### src/tst_pkg.sv
/*
 * Shared constants and carrier types for the thermal sensor trip block:
 * register offsets, field positions, reset values, timing counts and the
 * packed state record of the controller.
 * Assumes a single 20 MHz clock and a 32-bit classic Wishbone register bus.
 */
package tst_pkg;

   // Clock and thermometer sequence timing
   localparam int unsigned CLK_MHZ = 20;
   localparam int unsigned SEQ_SENSOR_CLKS = 512 * 256;
   localparam int unsigned SENSOR_CLK_MHZ = 100;
   // Full sequence time in ns (512 * 256 / 100 MHz)
   localparam int unsigned SEQ_TIME_NS =
      SEQ_SENSOR_CLKS * 1000 / SENSOR_CLK_MHZ;
   // Least time, rounded up to whole clock cycles
   localparam int unsigned SEQ_CYCLES = (SEQ_TIME_NS * CLK_MHZ + 999) / 1000;
   localparam int unsigned CNT_W = 16;

   // Widths and counts
   localparam int unsigned CODE_W = 8;
   localparam int unsigned HYS_W = 4;
   localparam int unsigned NUM_RANKS = 4;
   localparam int unsigned NUM_DIMMS = 2;
   localparam int unsigned ADR_W = 8;

   // Register byte offsets
   localparam logic [7:0] OFS_TRIP_A = 8'h00;
   localparam logic [7:0] OFS_TRIP_B = 8'h04;
   localparam logic [7:0] OFS_CTRL_A = 8'h08;
   localparam logic [7:0] OFS_CTRL_B = 8'h0c;
   localparam logic [7:0] OFS_ERR_CMD = 8'h10;
   localparam logic [7:0] OFS_IRQ_SRC = 8'h14;
   localparam logic [7:0] OFS_IRQ_MASK = 8'h18;
   localparam logic [7:0] OFS_ERR_STAT = 8'h1c;
   localparam logic [7:0] OFS_STATUS = 8'h20;
   localparam logic [7:0] OFS_READING = 8'h24;
   localparam logic [7:0] OFS_CAT_THR = 8'h28;
   localparam logic [7:0] OFS_THROTTLE = 8'h2c;

   // Field positions
   localparam int unsigned CTRL_EN_BIT = 0;
   localparam int unsigned CTRL_HYS_LSB = 4;
   localparam int unsigned ERR_CMD_SERR_BIT = 4;
   localparam int unsigned IRQ_HOT_BIT = 0;
   localparam int unsigned IRQ_SHUT_BIT = 1;
   localparam int unsigned THR_BW_LSB = 0;
   localparam int unsigned THR_RANK_LSB = 8;
   localparam int unsigned AVG_SHIFT = 2;

   // Reset values
   localparam logic [7:0] RST_TRIP = 8'hff;
   localparam logic [7:0] RST_CAT = 8'hff;
   localparam logic [7:0] RST_BW_THR = 8'hff;
   localparam logic [7:0] RST_RANK_LIM = 8'hff;
   localparam logic [1:0] RST_MASK = 2'h0;

   typedef logic [CODE_W-1:0] tst_code_t;

   // Whole controller state, registered once per clock
   typedef struct packed {
      logic ack;
      logic [31:0] dat;
      tst_code_t thr_a;
      tst_code_t thr_b;
      tst_code_t cat_thr;
      logic en_a;
      logic en_b;
      logic [HYS_W-1:0] hys_a;
      logic [HYS_W-1:0] hys_b;
      logic serr_en;
      logic [1:0] irq_src;
      logic [1:0] irq_mask;
      logic err_stat;
      logic serr;
      tst_code_t code_a_m;
      tst_code_t code_a;
      tst_code_t code_b_m;
      tst_code_t code_b;
      tst_code_t code_a_p;
      tst_code_t code_a_ok;
      tst_code_t code_b_p;
      tst_code_t code_b_ok;
      logic [NUM_DIMMS-1:0] ext_m;
      logic [NUM_DIMMS-1:0] ext;
      logic sysrst_n_m;
      logic sysrst_n;
      logic trip_a;
      logic trip_b;
      logic [CNT_W-1:0] cnt_a;
      logic [CNT_W-1:0] cnt_b;
      logic valid_a;
      logic valid_b;
      tst_code_t read_a;
      tst_code_t read_b;
      tst_code_t bw_thr;
      tst_code_t rank_lim;
      tst_code_t bw_avg;
      logic [NUM_RANKS-1:0][CODE_W-1:0] rank_avg;
      logic shut;
   } tst_state_s;

endpackage

### src/tst_ctrl.sv
/*
 * Thermal sensor trip controller: two on-die sensor channels with hot trip
 * and hysteresis, thermometer readout with a valid flag, hot-event error
 * interrupt, memory throttling triggers and the latched shutdown output.
 * Assumes sensor codes and external sensor lines arrive asynchronously and
 * change slowly; bandwidth samples come from logic on clk_i.
 */
// Added by the designer: the placing of the registers and register access over Wishbone.
// Contract
// - Per-sensor enable bit and hysteresis field exist
// - Error command bit four enables hot error interrupt
// - Hot error interrupt sets hot flag in source
// - Set hot flag blocks further registration until cleared
// - Global sensor event bit set, software clears it
// - Hot trip flag shows live above-threshold condition
// - Thermometer sequence takes 512 times 256 sensor clocks
// - Reading valid only while valid flag reads one
// - Hysteresis stops trip toggling at threshold
// - Hysteresis offset programmable from 0 to 15
// - Self throttle on sensor trip or bandwidth excess
// - Per-rank bandwidth limited through averaging filter
// - External overtemperature throttles reads on all modules
// - Shutdown assertion stops internal clocks
// - Shutdown stays latched until system reset input
// - Trip crossings in either direction raise events
`timescale 1ns/1ps
module tst_ctrl
#(
   parameter int unsigned SEQ_LEN = tst_pkg::SEQ_CYCLES
)
(
   input wire logic clk_i,
   input wire logic rst_i,
   input wire logic wb_cyc_i,
   input wire logic wb_stb_i,
   input wire logic wb_we_i,
   input wire logic [tst_pkg::ADR_W-1:0] wb_adr_i,
   input wire logic [3:0] wb_sel_i,
   input wire logic [31:0] wb_dat_i,
   output logic [31:0] wb_dat_o,
   output logic wb_ack_o,
   input wire tst_pkg::tst_code_t sensor_code_a_i,
   input wire tst_pkg::tst_code_t sensor_code_b_i,
   input wire logic [tst_pkg::NUM_DIMMS-1:0] ext_overtemp_n_i,
   input wire logic system_reset_in_n_i,
   input wire logic bw_valid_i,
   input wire tst_pkg::tst_code_t bw_sample_i,
   input wire logic rank_valid_i,
   input wire logic [tst_pkg::NUM_RANKS-1:0][tst_pkg::CODE_W-1:0] rank_bw_i,
   output logic self_throttle_o,
   output logic [tst_pkg::NUM_RANKS-1:0] rank_throttle_o,
   output logic read_throttle_o,
   output logic overtemp_shutdown_out_n_o,
   output logic clk_stop_o,
   output logic serr_o,
   output logic irq_o
);
   import tst_pkg::*;

   tst_state_s s;
   tst_state_s next_s;

   // Merge write data into an old word by byte enables
   function automatic logic [31:0] lane_merge(input logic [31:0] old,
                                              input logic [31:0] wd,
                                              input logic [3:0] sel);
      logic [31:0] r;
      r = old;
      for (int i = 0; i < 4; i++)
      begin
         if (sel[i])
         begin
            r[8*i +: 8] = wd[8*i +: 8];
         end
      end
      return r;
   endfunction

   // Next hot trip state with hysteresis on release
   function automatic logic hyst_trip(input logic cur, input tst_code_t code,
                                      input tst_code_t thr,
                                      input logic [HYS_W-1:0] hys);
      logic r;
      r = cur;
      if (!cur && code > thr)
      begin
         r = 1'b1;
      end
      else if (cur && ({1'b0, code} + 9'(hys)) < {1'b0, thr})
      begin
         r = 1'b0;
      end
      return r;
   endfunction

   // Weighted averaging filter: avg moves a quarter toward the sample
   function automatic tst_code_t avg_step(input tst_code_t avg,
                                          input tst_code_t smp);
      logic signed [9:0] diff;
      logic signed [9:0] sum;
      diff = $signed({2'b00, smp}) - $signed({2'b00, avg});
      sum = $signed({2'b00, avg}) + (diff >>> AVG_SHIFT);
      return sum[CODE_W-1:0];
   endfunction

   logic acc;
   logic wr;
   logic [31:0] wd;
   logic [31:0] rd;
   logic hot_evt;
   logic cat_hit;

   // Register read multiplexer; unmapped offsets read as zero
   always_comb
   begin
      rd = 32'h0;
      case (wb_adr_i)
         OFS_TRIP_A: rd[CODE_W-1:0] = s.thr_a;
         OFS_TRIP_B: rd[CODE_W-1:0] = s.thr_b;
         OFS_CTRL_A:
         begin
            rd[CTRL_EN_BIT] = s.en_a;
            rd[CTRL_HYS_LSB +: HYS_W] = s.hys_a;
         end
         OFS_CTRL_B:
         begin
            rd[CTRL_EN_BIT] = s.en_b;
            rd[CTRL_HYS_LSB +: HYS_W] = s.hys_b;
         end
         OFS_ERR_CMD: rd[ERR_CMD_SERR_BIT] = s.serr_en;
         OFS_IRQ_SRC: rd[1:0] = s.irq_src;
         OFS_IRQ_MASK: rd[1:0] = s.irq_mask;
         OFS_ERR_STAT: rd[0] = s.err_stat;
         OFS_STATUS: rd[3:0] = {s.valid_b, s.trip_b, s.valid_a, s.trip_a};
         OFS_READING: rd[15:0] = {s.read_b, s.read_a};
         OFS_CAT_THR: rd[CODE_W-1:0] = s.cat_thr;
         OFS_THROTTLE:
         begin
            rd[THR_BW_LSB +: CODE_W] = s.bw_thr;
            rd[THR_RANK_LSB +: CODE_W] = s.rank_lim;
         end
         default: rd = 32'h0;
      endcase
   end

   // Next-state logic for the whole controller
   always_comb
   begin
      next_s = s;
      acc = wb_cyc_i && wb_stb_i && !s.ack;
      wr = acc && wb_we_i;
      wd = lane_merge(rd, wb_dat_i, wb_sel_i);
      next_s.ack = acc;
      if (acc && !wb_we_i)
      begin
         next_s.dat = rd;
      end
      // Two-flop synchronisers for asynchronous inputs
      next_s.code_a_m = sensor_code_a_i;
      next_s.code_a = s.code_a_m;
      next_s.code_b_m = sensor_code_b_i;
      next_s.code_b = s.code_b_m;
      // Codes go on only after two equal samples, never torn mid-change
      next_s.code_a_p = s.code_a;
      next_s.code_a_ok = (s.code_a == s.code_a_p) ? s.code_a : s.code_a_ok;
      next_s.code_b_p = s.code_b;
      next_s.code_b_ok = (s.code_b == s.code_b_p) ? s.code_b : s.code_b_ok;
      next_s.ext_m = ~ext_overtemp_n_i;
      next_s.ext = s.ext_m;
      next_s.sysrst_n_m = system_reset_in_n_i;
      next_s.sysrst_n = s.sysrst_n_m;
      // Register writes; status bits are write-one-to-clear
      if (wr)
      begin
         case (wb_adr_i)
            OFS_TRIP_A: next_s.thr_a = wd[CODE_W-1:0];
            OFS_TRIP_B: next_s.thr_b = wd[CODE_W-1:0];
            OFS_CTRL_A:
            begin
               next_s.en_a = wd[CTRL_EN_BIT];
               next_s.hys_a = wd[CTRL_HYS_LSB +: HYS_W];
            end
            OFS_CTRL_B:
            begin
               next_s.en_b = wd[CTRL_EN_BIT];
               next_s.hys_b = wd[CTRL_HYS_LSB +: HYS_W];
            end
            OFS_ERR_CMD: next_s.serr_en = wd[ERR_CMD_SERR_BIT];
            OFS_IRQ_SRC:
            begin
               if (wb_sel_i[0])
               begin
                  next_s.irq_src = s.irq_src & ~wb_dat_i[1:0];
               end
            end
            OFS_IRQ_MASK: next_s.irq_mask = wd[1:0];
            OFS_ERR_STAT:
            begin
               if (wb_sel_i[0] && wb_dat_i[0])
               begin
                  next_s.err_stat = 1'b0;
               end
            end
            OFS_CAT_THR: next_s.cat_thr = wd[CODE_W-1:0];
            OFS_THROTTLE:
            begin
               next_s.bw_thr = wd[THR_BW_LSB +: CODE_W];
               next_s.rank_lim = wd[THR_RANK_LSB +: CODE_W];
            end
            default: next_s.dat = s.dat;
         endcase
      end
      // Hot trip with hysteresis, only while the sensor is enabled
      next_s.trip_a = s.en_a &&
         hyst_trip(s.trip_a, s.code_a_ok, s.thr_a, s.hys_a);
      next_s.trip_b = s.en_b &&
         hyst_trip(s.trip_b, s.code_b_ok, s.thr_b, s.hys_b);
      // Either crossing direction is an event; flag set wins over clear
      hot_evt = (next_s.trip_a != s.trip_a) ||
                (next_s.trip_b != s.trip_b);
      next_s.serr = 1'b0;
      if (hot_evt && s.serr_en && !s.irq_src[IRQ_HOT_BIT])
      begin
         next_s.serr = 1'b1;
         next_s.irq_src[IRQ_HOT_BIT] = 1'b1;
         next_s.err_stat = 1'b1;
      end
      // Thermometer sequence counters and captured readings
      if (!s.en_a)
      begin
         next_s.cnt_a = '0;
         next_s.valid_a = 1'b0;
      end
      else if (s.cnt_a == CNT_W'(SEQ_LEN - 1))
      begin
         next_s.cnt_a = '0;
         next_s.valid_a = 1'b1;
         next_s.read_a = s.code_a_ok;
      end
      else
      begin
         next_s.cnt_a = s.cnt_a + 1'b1;
      end
      if (!s.en_b)
      begin
         next_s.cnt_b = '0;
         next_s.valid_b = 1'b0;
      end
      else if (s.cnt_b == CNT_W'(SEQ_LEN - 1))
      begin
         next_s.cnt_b = '0;
         next_s.valid_b = 1'b1;
         next_s.read_b = s.code_b_ok;
      end
      else
      begin
         next_s.cnt_b = s.cnt_b + 1'b1;
      end
      // Averaging filters for self and per-rank bandwidth
      if (bw_valid_i)
      begin
         next_s.bw_avg = avg_step(s.bw_avg, bw_sample_i);
      end
      if (rank_valid_i)
      begin
         for (int r = 0; r < NUM_RANKS; r++)
         begin
            next_s.rank_avg[r] = avg_step(s.rank_avg[r], rank_bw_i[r]);
         end
      end
      // Shutdown latch; only the system reset input releases it
      cat_hit = (s.en_a && s.code_a_ok >= s.cat_thr) ||
                (s.en_b && s.code_b_ok >= s.cat_thr);
      if (!s.sysrst_n)
      begin
         next_s.shut = 1'b0;
      end
      else if (cat_hit && !s.shut)
      begin
         next_s.shut = 1'b1;
         next_s.irq_src[IRQ_SHUT_BIT] = 1'b1;
      end
   end

   // State register with synchronous reset
   always_ff @(posedge clk_i)
   begin
      if (rst_i)
      begin
         s <= '0;
         s.thr_a <= RST_TRIP;
         s.thr_b <= RST_TRIP;
         s.cat_thr <= RST_CAT;
         s.bw_thr <= RST_BW_THR;
         s.rank_lim <= RST_RANK_LIM;
         s.irq_mask <= RST_MASK;
         s.sysrst_n_m <= 1'b1;
         s.sysrst_n <= 1'b1;
      end
      else
      begin
         s <= next_s;
      end
   end

   // Outputs
   assign wb_ack_o = s.ack;
   assign wb_dat_o = s.dat;
   assign self_throttle_o = s.trip_a || s.trip_b ||
                            (s.bw_avg > s.bw_thr);
   always_comb
   begin
      for (int r = 0; r < NUM_RANKS; r++)
      begin
         rank_throttle_o[r] = s.rank_avg[r] > s.rank_lim;
      end
   end
   assign read_throttle_o = |s.ext;
   assign overtemp_shutdown_out_n_o = !s.shut;
   assign clk_stop_o = s.shut;
   assign serr_o = s.serr;
   assign irq_o = |(s.irq_src & s.irq_mask);
endmodule

### config.mk
export PLATFORM = sky130hd
export DESIGN_NAME = tst_ctrl
export DESIGN_NICKNAME = d
export VERILOG_FILES = /design/src/tst_pkg.sv /design/src/tst_ctrl.sv
export SDC_FILE = /design/constraint.sdc
export NUM_CORES = 1
export LEC_CHECK = 0
export ABC_AREA = 1
export BUFFER_PORTS_ARGS = -buffer_cell sky130_fd_sc_hd__buf_2
export CAP_MARGIN = 20
export CORE_MARGIN = 10
export CORE_UTILIZATION = 40
export CTS_CLUSTER_SIZE = 30
export DETAILED_ROUTE_END_ITERATION = 6
export SKIP_CTS_REPAIR_TIMING = 1
export SYNTH_ARGS = -nofsm -noshare
export SYNTH_HDL_FRONTEND = slang
export SYNTH_SLANG_ARGS = --single-unit
### constraint.sdc
create_clock -name clk_i -period 6.18 [get_ports clk_i]
set_clock_uncertainty 0.05 [all_clocks]
set_input_delay 0.618 -clock clk_i [delete_from_list [all_inputs] [get_ports clk_i]]
set_output_delay 0.618 -clock clk_i [all_outputs]
set_load 0.1 [all_outputs]
Word level (Yosys, flattened, before mapping)

Index checks and enable logic that the tools add are counted.

Flip-flop bits (word level): 253
Output and inout bits: 43
Logic and storage cells: 177

$add $sub $neg: 14
Order comparisons: 11
Eq/ne operators: 18
Mux-type cells: 32
Bitwise gates (word level): 7
Reductions and logical operators: 52

Operators with widths:

| kind                                                   | count |
|---|---|
| 2-to-1 mux 72 bit                                      | 1 |
| 2-to-1 mux 32 bit                                      | 2 |
| > comparator 8 bit                                     | 7 |
| subtractor 8 x 8 -> 9 bit                              | 5 |
| adder 8 x 7 -> 8 bit                                   | 5 |
| 2-to-1 mux 8 bit                                       | 5 |
| adder 16 x 1 -> 16 bit (second input constant)         | 2 |
| equality test 16 x 15 -> 1 bit (second input constant) | 2 |
| equality test 8 x 5 -> 1 bit (second input constant)   | 4 |
| equality test 8 x 6 -> 1 bit (second input constant)   | 4 |
| one-hot mux 3 bit (7 select lines)                     | 1 |
| AND reduction 2 bit                                    | 10 |
| adder 8 x 4 -> 9 bit                                   | 2 |
| < comparator 9 x 8 -> 1 bit                            | 2 |
| equality test 8 x 4 -> 1 bit (second input constant)   | 2 |
| equality test 8 bit                                    | 2 |
| greater-or-equal comparator 8 bit                      | 2 |
| logical AND 1 bit                                      | 16 |
| one-hot mux 1 bit (8 select lines)                     | 2 |
| one-hot mux 8 bit (2 select lines)                     | 1 |
| 2-to-1 mux 1 bit                                       | 12 |
| one-hot mux 2 bit (6 select lines)                     | 1 |
| one-hot mux 1 bit (11 select lines)                    | 1 |
| nonzero test 2 bit                                     | 5 |
| 15 further kinds                                       | 38 |

Logic depth before layout (Yosys ltp)

Gate-level depths: netlist (run 1).

Word-level depth: 12
Mapped depth: 25
Gate-level depth less buffers: 25

Worst setup path after synthesis (run 1)

Ideal clock, no wire load.

Kind: register to output
From: register s[44] (netlist bit)
To: output rank_throttle_o[2] (netlist bit)
Arrival time: 2.575 ns
Required time: 5.512 ns
Setup slack: 2.937 ns
Stages on the path, launching flop included: 8
Path buffers: 0
Cells stage by stage: dfxtp_1 > inv_1 > ha_1 > nand2_1 > o21ai_0 > a21oi_1 > nand3b_1 > a31oi_1

Word-level cells in the longest chain between the ends: 1

Ends and longest elaborated chain:

| item                     | RTL line        | source |
|---|---|---|
| start: declaration       | tst_ctrl.sv:60  | `tst_state_s s;` |
| start signal: assignment | tst_ctrl.sv:302 | `s <= next_s;` |
| > comparator 8 bit       | tst_ctrl.sv:315 | `rank_throttle_o[r] = s.rank_avg[r] > s.rank_lim;` |
| end: declaration         | tst_ctrl.sv:51  | `output logic [tst_pkg::NUM_RANKS-1:0] rank_throttle_o,` |

No other way between the ends.

Worst setup path in the final report (run 1)

From: register s[10] (netlist bit)
To: register s[16] (netlist bit)

Word-level cells in the longest chain between the ends: 2

Ends and longest elaborated chain:

| item                      | RTL line        | source |
|---|---|---|
| subtractor 8 x 8 -> 9 bit | tst_ctrl.sv:101 | `diff = $signed({2'b00, smp}) - $signed({2'b00, avg});` |
| adder 8 x 7 -> 8 bit *    | tst_ctrl.sv:102 | `sum = $signed({2'b00, avg}) + (diff >>> AVG_SHIFT);` |

Every way passes the cells marked *; elsewhere a longest branch is shown, timed or not.
A chain may end at the register's enable or synchronous reset.

==> results of run 1 <==
[critical path, stage by stage, from the launching register on]
cell,delay [ns]
dfxtp_1,0.44
inv_1,0.10
ha_1,0.27
o21ai_0,0.07
nand2_1,0.14
nand2_1,0.07
nand2_1,0.09
nand2_1,0.06
nand2_1,0.11
nand2_1,0.08
nand2_1,0.06
nand2_1,0.06
nand2_1,0.09
xor2_1,0.18
ha_1,0.30
a21oi_1,0.20
o21ai_0,0.09
a21oi_1,0.17
nand3b_1,0.15
nand3_1,0.08
o21ai_0,0.14
nor2_1,0.05
[state kept, by name (all words and copies together), names as in the netlist]
register / count
clk_stop_o: 1
next_s: 35
wb_ack_o: 1
s: 183
serr_o: 1
wb_dat_o: 16
[metal layers]
metal | GRT usage | part of all wire | vias up
met4 | 0.03594 | 0.019 | 0
met5 | 0 | 0 | -
met3 | 0.02238 | 0.050 | 45
li1 | - | - | 6802
met1 | 0.2153 | 0.48 | 5847
met2 | 0.2751 | 0.45 | 271
[power groups by stage]
stage	logic, uW	clock network [uW]	registers [uW]
finish	2600	1550	1850
detailed placement	2600	0	1880
CTS	2620	1590	1850
global placement	2540	0	1880
floorplan	2150	0	1820
global route	3040	1650	1870
[Yosys cell counts (8+ instances only)]
cell type  number  area [um2]
o211ai_1       21       157.7
ha_1          168        2102
nor2_2         10       62.56
clkbuf_1       28       105.1
o221ai_1        9       78.83
xor2_1         39       341.6
o21a_1         13       97.59
a21oi_1       205        1026
buf_4          32       240.2
nor3_1         19       95.09
a31oi_1         9       56.30
nor2_1        176       660.6
or2_2          12       75.07
inv_2           9       33.78
nand2_1       271        1017
nand4_1        19       118.9
inv_1         394        1479
buf_2           8       40.04
nand3_1        73       365.4
o22ai_1        28       175.2
xnor2_1        25       219.0
o21ai_0       157       785.8
dfxtp_1       237        4745
[through the flow]
step	utilization	power, uW	worst slack, ns	instance area, um2	hold WS, ns
after floorplan	-	3972	2.937	14880	0.3383
after global placement	0.4280	4422	2.835	15670	0.3394
after detailed placement	0.4280	4483	2.773	15670	0.3423
after CTS	0.4511	6063	2.984	16520	0.1535
after global routing	0.4511	6556	2.622	16520	0.1617
final	0.4511	6000	3.014	16520	0.1880
[final cells by class]
type                       count  area share
inverter                     404     0.09182
timing repair buffer         122     0.03773
clock inverter                12    0.007273
clock buffer                  35     0.04394
tap                          468     0.03545
sequential                   237      0.2873
multi-input combinational   1344      0.4965
[worst paths after layout]
kind                                           from     endpoint  slack [ns]
worst max-delay path                          s[10]        s[16]        3.01
worst min-delay path            ext_overtemp_n_i[1]  next_s[112]        0.19
worst max register to register                s[10]        s[16]        3.01
worst min register to register          next_s[163]  next_s[139]        0.35
[kinds of logic (layout without fill, tap and decap cells)]
kind of cell / after synthesis / in the layout / synth area share
XOR/XNOR: 64 / 64 / 0.03780
AO/OA/AOI/OAI: 471 / 471 / 0.1749
other: 1 / 16 / 0.0002529
buffers and inverters: 478 / 573 / 0.1308
flip-flops: 237 / 237 / 0.3200
adder cells (fa/ha/maj): 175 / 175 / 0.1512
AND/OR/NAND/NOR: 618 / 618 / 0.1850
==> impl_metrics.ini, run 1 <==
[die]
start_util = 0.4050
coreArea_mm2 = 0.03661
io_pins = 153
die_h_um = 212.5
die-area_mm2 = 0.04517
rows = 70
die_w_um = 212.5

[run]
cap_viol_max_count = 0

[synthesis]
syn_area_mm2 = 0.01483
syn_avg_cell_area_um2 = 7.254
synth-edff-count = 0
synth_seq_area_share = 0.3200
ys.flop_type = dfxtp_1
async_flop_share = 0
ys_types = 48
synth-seq-cells = 237
syn_inst = 2044
synth_warnings = 0

[pwr]
switching_share = 0.3937
leakagePower_uw = 0.008439
p_per_area_mw_per_mm2 = 363.3
seq_power_share = 0.308
irDropWorstVdd_mv = 0.1957
p_int_uw = 3638
power.clock.fraction = 0.258
p_switching_uw = 2362
combPwrFrac = 0.434

[placed_design]
post-place-cells = 2575
place_congestion = 0.9180
port_buffers = 118
dp_hpwl_mm = 29.01

[route]
drt-vias-per-instance = 4.945
finalWirelength_mm = 37.58
wl_per_cell_um = 14.33
drtIter0Drc = 773
vias = 12965
drc = 0
antenna_left = 0
drt-pass1-iter-count = 7

[timing]
setup_viol = 0
fin_setup_tns_ns = 0
final_hold_viol_count = 0
final_max_slew_viol_count = 0
fin_crit_ns = 3.166
slew_headroom = 0.4540
timing.fmax_mhz = 315.8
tightestPinTransition_ns = 0.8191
timing.final.crit_share = 0.5123
rsz0062_at_grt = no

[cells_and_area]
drive_above_1_share = 0.1049
multi_input_area_mm2 = 0.008200
layout.nets = 2421
register_area_mm2 = 0.004745
final_common_cell = inv_1
antennaDiodeCount = 0
final_cell_mix = inv_1, nand2_1, dfxtp_1, a21oi_1, nor2_1
final_cells = 2622
fillers = 3753
area_growth_pct = 11.38

[status]
status = finished, final reports clean

[min_path]
whs_path_depth = 2
holdCritPathClass = input pin to flip-flop

[grt]
grt.total_usage = 0.1629
grt_pass1_vias = 12298
grt_antenna_before_repair = 0
overflow = 0
grt_pass1_wl_mm = 60.73
grt_max_degree = 79

[clock_tree]
clk_pin_slew_ns = 0.06
cts-root-buf = clkbuf_16
cts_buffers = 27
cts_tree = built
clock_latency_ns = 0.54
cts.path.max_buffers = 3
cts_sinks = 237
cts_max_level = 1

[worst_setup_path]
critPathKind = flip-flop to flip-flop
worstPathRequired_ns = 6.56
r2r_cells = 21
worstPathArrival_ns = 3.55
startpoint_type = flip-flop
endpoint_kind = flip-flop
crit_fanout = 4
No activity file was read; power rests on OpenSTA's default activity.
==> run 2: changes to the inputs <==
==> constraint.sdc (replaced) <==
create_clock -name clk_i -period 2.9 [get_ports clk_i]
set_clock_uncertainty 0.05 [all_clocks]
set_input_delay 0.29 -clock clk_i [delete_from_list [all_inputs] [get_ports clk_i]]
set_output_delay 0.29 -clock clk_i [all_outputs]
set_load 0.1 [all_outputs]
==> impl_metrics.ini, run 2 (synthesis gave the netlist of run 1 again) <==
[status]
status = finished, final reports clean

[route]
drt-vias-per-instance = 4.930
drt-pass1-iter-count = 4
antenna_left = 0
drtIter0Drc = 712
drc = 0
vias = 13301
finalWirelength_mm = 39.13
wl_per_cell_um = 14.50

[cells_and_area]
final_cells = 2698
top_register = s
area_growth_pct = 20.45
drive_above_1_share = 0.1870
layout.nets = 2496
register_area_mm2 = 0.004767
fillers = 3645
final_cell_mix = inv_1, nand2_1, dfxtp_1, a21oi_1, nor2_1
postLayoutCoreUtil = 0.4878
largest_register_ffs = 183
final_common_cell = inv_1
antennaDiodeCount = 0
multi_input_area_mm2 = 0.008698

[grt]
grt_antenna_before_repair = 0
overflow = 0
grt_pass1_vias = 12640
grt.total_usage = 0.1677
grt_max_degree = 60
grt_pass1_wl_mm = 62.40

[timing]
final_hold_viol_count = 0
setup_viol = 0
tightestPinTransition_ns = 0.7839
hold_ws_ns = 0.01033
timing.fmax_mhz = 363.2
fin_setup_tns_ns = 0
rsz0062_at_grt = yes
timing.final.crit_share = 0.9493
slew_headroom = 0.4767
final_max_slew_viol_count = 0
fin_crit_ns = 2.753

[clock_tree]
cts_max_level = 1
cts-root-buf = clkbuf_16
cts_tree = built
clock_latency_ns = 0.55
cts_sinks = 237
clk_pin_slew_ns = 0.06
cts_buffers = 28
cts.path.max_buffers = 3

[pwr]
leakagePower_uw = 0.008923
seq_power_share = 0.262
p_int_uw = 9199
p_switching_uw = 5804
combPwrFrac = 0.476
power.clock.fraction = 0.262
switching_share = 0.3868
p_per_area_mw_per_mm2 = 840.1
irDropWorstVdd_mv = 0.4829
power_uw = 15000

[die]
rows = 70
coreArea_mm2 = 0.03661
die_h_um = 212.5
die_w_um = 212.5
io_pins = 153
die-area_mm2 = 0.04517
start_util = 0.4050

[placed_design]
dp_hpwl_mm = 30.20
post-place-cells = 2621
port_buffers = 118
place_congestion = 0.9093

[worst_setup_path]
worstPathArrival_ns = 3.13
startpoint_type = flip-flop
critPathKind = flip-flop to flip-flop
endpoint_kind = flip-flop
crit_fanout = 3
worstPathRequired_ns = 3.28

[min_path]
holdCritPathClass = input pin to flip-flop

[run]
cap_viol_max_count = 0
## run 2: cell types whose count changed in the layout (fill, tap and decap cells not counted), moves of 10 or more
cell / change
o21ai_0: -24
buf_4: +56
ha_1: -17
dlygate4sd3_1: +19
dfxtp_1: -16
ha_4: +15
nand2_1: -47
nand2_2: +45
o21ai_1: +18
a21oi_1: -23
dfxtp_2: +15
inv_2: +10
a21oi_2: +22
## run 2: area by class of cell
| cell class | instances | area share |
|---|---|---|
| clock buffer | 38 | 0.04645 |
| clock inverter | 11 | 0.01198 |
| inverter | 404 | 0.08491 |
| multi-input combinational | 1344 | 0.4870 |
| sequential | 237 | 0.2669 |
| tap | 468 | 0.03279 |
| timing repair buffer | 196 | 0.06992 |
## run 2: worst paths after layout
kind         slack (ns)        start  cells past startpoint          end
max                0.15       s[186]                     18       s[180]
min                0.01   bw_valid_i                      3        s[40]
max reg2reg        0.15       s[186]                     18       s[180]
min reg2reg        0.35  next_s[167]                      2  next_s[143]
## run 2: worst max-delay path: stages (launching register included)
cell and delay [ns]:
dfxtp_2 0.36, ha_4 0.14, inv_1 0.04, fa_1 0.37, inv_1 0.07, nand3_1 0.09, a21oi_2 0.15, xor2_1 0.19
ha_1 0.27, a21oi_1 0.15, o211ai_1 0.13, nor2_1 0.11, nand3_1 0.09, nand3_1 0.08, nand2_1 0.06, inv_2 0.07
nand2_2 0.06, nand2_2 0.09, nand2_1 0.05
## run 2: layer usage
metal	track usage	part of all wire	vias up
met2	0.2805	0.46	250
met5	0	0	-
li1	-	-	6940
met3	0.02916	0.053	62
met4	0.04948	0.026	0
met1	0.2155	0.46	6049
## run 2: through the flow
stage	setup slack [ns]	area (um2)
2_1_floorplan	0.02795	14890
3_3_place_gp	-0.03030	16030
3_5_place_dp	-0.03104	16030
4_1_cts	-0.04212	17080
5_1_grt	-0.09649	17860
6_report	0.1470	17860
## run 2: power by group through the flow
stage,registers [uW],clock network [uW],logic (uW)
detailed placement,3960,0,5950
global placement,3950,0,5800
finish,3930,3930,7140
CTS,3890,4030,5990
global route,3970,4140,8060
floorplan,3870,0,4590
==> run 3: changes to the inputs <==
--- a/config.mk
+++ b/config.mk
@@ -12,6 +12,7 @@
 export CORE_UTILIZATION = 40
 export CTS_CLUSTER_SIZE = 30
 export DETAILED_ROUTE_END_ITERATION = 6
+export MAX_ROUTING_LAYER = met4
 export SKIP_CTS_REPAIR_TIMING = 1
 export SYNTH_ARGS = -nofsm -noshare
 export SYNTH_HDL_FRONTEND = slang
==> impl_metrics.ini, run 3 (synthesis gave the netlist of run 1 again) <==
[pwr]
seq_power_share = 0.266
p_switching_uw = 5931
p_per_area_mw_per_mm2 = 828.5
leakagePower_uw = 0.008893
combPwrFrac = 0.505
power.clock.fraction = 0.229
p_int_uw = 8902
irDropWorstVdd_mv = 0.4131
switching_share = 0.3999

[cells_and_area]
final_common_cell = inv_1
area_growth_pct = 20.75
postLayoutCoreUtil = 0.4891
antennaDiodeCount = 0
fillers = 3636
largest_register_ffs = 183
drive_above_1_share = 0.1966
layout.nets = 2503
final_cell_mix = inv_1, nand2_1, dfxtp_1, a21oi_1, nor2_1
top_register = s

[route]
route.met3.wl_mm = 2.196
finalWirelength_mm = 40.16
drt-vias-per-instance = 4.965
route.top_layer_used = met4
drtIter0Drc = 846
drc = 0
wl_met2_mm = 18.77
vias = 13434
wl_met1_mm = 18.22
antenna_left = 0
wl_per_cell_um = 14.84
drt-pass1-iter-count = 5

[die]
io_pins = 153
coreArea_mm2 = 0.03661
die-area_mm2 = 0.04517
start_util = 0.4050
rows = 70
die_h_um = 212.5
die_w_um = 212.5

[timing]
slew_headroom = 0.5440
rsz0062_at_grt = yes
fin_setup_tns_ns = 0
fin_crit_ns = 2.821
setup_ws_ns = 0.07921
timing.final.crit_share = 0.9727
setup_viol = 0
final_max_slew_viol_count = 0
hold_ws_ns = 0.01191
tightestPinTransition_ns = 0.6831
final_hold_viol_count = 0
timing.fmax_mhz = 354.5

[placed_design]
place_congestion = 0.9333
port_buffers = 118
dpl_worst_slack_ns = -0.05650
dp_hpwl_mm = 30.30

[clock_tree]
clock_latency_ns = 0.54
clk_pin_slew_ns = 0.06
cts_buffers = 27
cts.path.max_buffers = 3
cts_tree = built
cts-root-buf = clkbuf_16
cts_sinks = 237
cts_max_level = 1

[worst_setup_path]
startpoint_type = flip-flop
r2r_cells = 21
worstReg2RegStart = s[2]
crit_fanout = 4
worstPathRequired_ns = 3.28
critPathKind = flip-flop to flip-flop
ff2ff_setup_slack_ns = 0.08
r2r_end = s[8]
worstPathArrival_ns = 3.20
endpoint_kind = flip-flop

[status]
status = finished, final reports clean

[grt]
grt_max_degree = 57
grt_pass1_wl_mm = 62.87
grt.total_usage = 0.1734
overflow = 0
grt_antenna_before_repair = 0
grt_pass1_vias = 12684

[run]
cap_viol_max_count = 0

[min_path]
holdPathEnd = s[40]
whs_path_depth = 3
min_from = bw_valid_i
holdCritPathClass = input pin to flip-flop
[run 3: worst max path at each step]
stage                  start  cells past startpoint                  to
2_1_floorplan          s[42]                      9  rank_throttle_o[0]
3_3_place_gp   rank_bw_i[17]                     22               s[24]
3_5_place_dp    rank_bw_i[9]                     21               s[16]
4_1_cts               s[131]                     17              s[180]
5_1_grt                 s[2]                     21                s[8]
6_report                s[2]                     21                s[8]
[run 3: worst max-delay path, stage by stage, from the launching register on]
cell and delay, ns:
dfxtp_2 0.33, inv_2 0.05, ha_4 0.23, o21ai_2 0.05, nand2_1 0.09, nand2_1 0.10, nand2_2 0.08, nand2_2 0.06
nand2_2 0.06, nand2_2 0.07, nand2_2 0.05, nand2_2 0.07, nand2_2 0.07, xor2_1 0.15, ha_1 0.37, a21oi_2 0.21
o21ai_2 0.09, a21oi_2 0.12, nand3b_1 0.14, nand3_1 0.08, o21ai_1 0.13, nor2_1 0.05
[run 3: area by class of cell]
type	count	area, um2	share of cell area
clock buffer	34	752.0	0.04200
clock inverter	15	145.1	0.008106
timing repair buffer	204	1308	0.07303
tap	468	585.6	0.03270
sequential	237	4770	0.2664
multi-input combinational	1344	8828	0.4931
inverter	404	1516	0.08470
[run 3: per-stage QoR]
step	std cells	cell area [um2]	total power (uW)
6_report	2706	17900	14830
5_1_grt	2706	17900	16010
2_1_floorplan	2059	14890	8465
4_1_cts	2671	16940	13370
3_3_place_gp	2622	16040	9748
3_5_place_dp	2622	16040	9900
[run 3: power by group through the flow]
stage	logic [uW]	registers (uW)	clock network (uW)
after detailed placement	5950	3950	0
final	7490	3950	3400
after CTS	6000	3880	3480
after global placement	5800	3950	0
after global routing	8400	3990	3610
after floorplan	4590	3870	0
[run 3: metal layers]
metal | track usage | vias up
met5 | - | -
met4 | 0.04407 | 0
met3 | 0.02606 | 56
met2 | 0.2793 | 278
met1 | 0.2233 | 6147
li1 | - | 6953
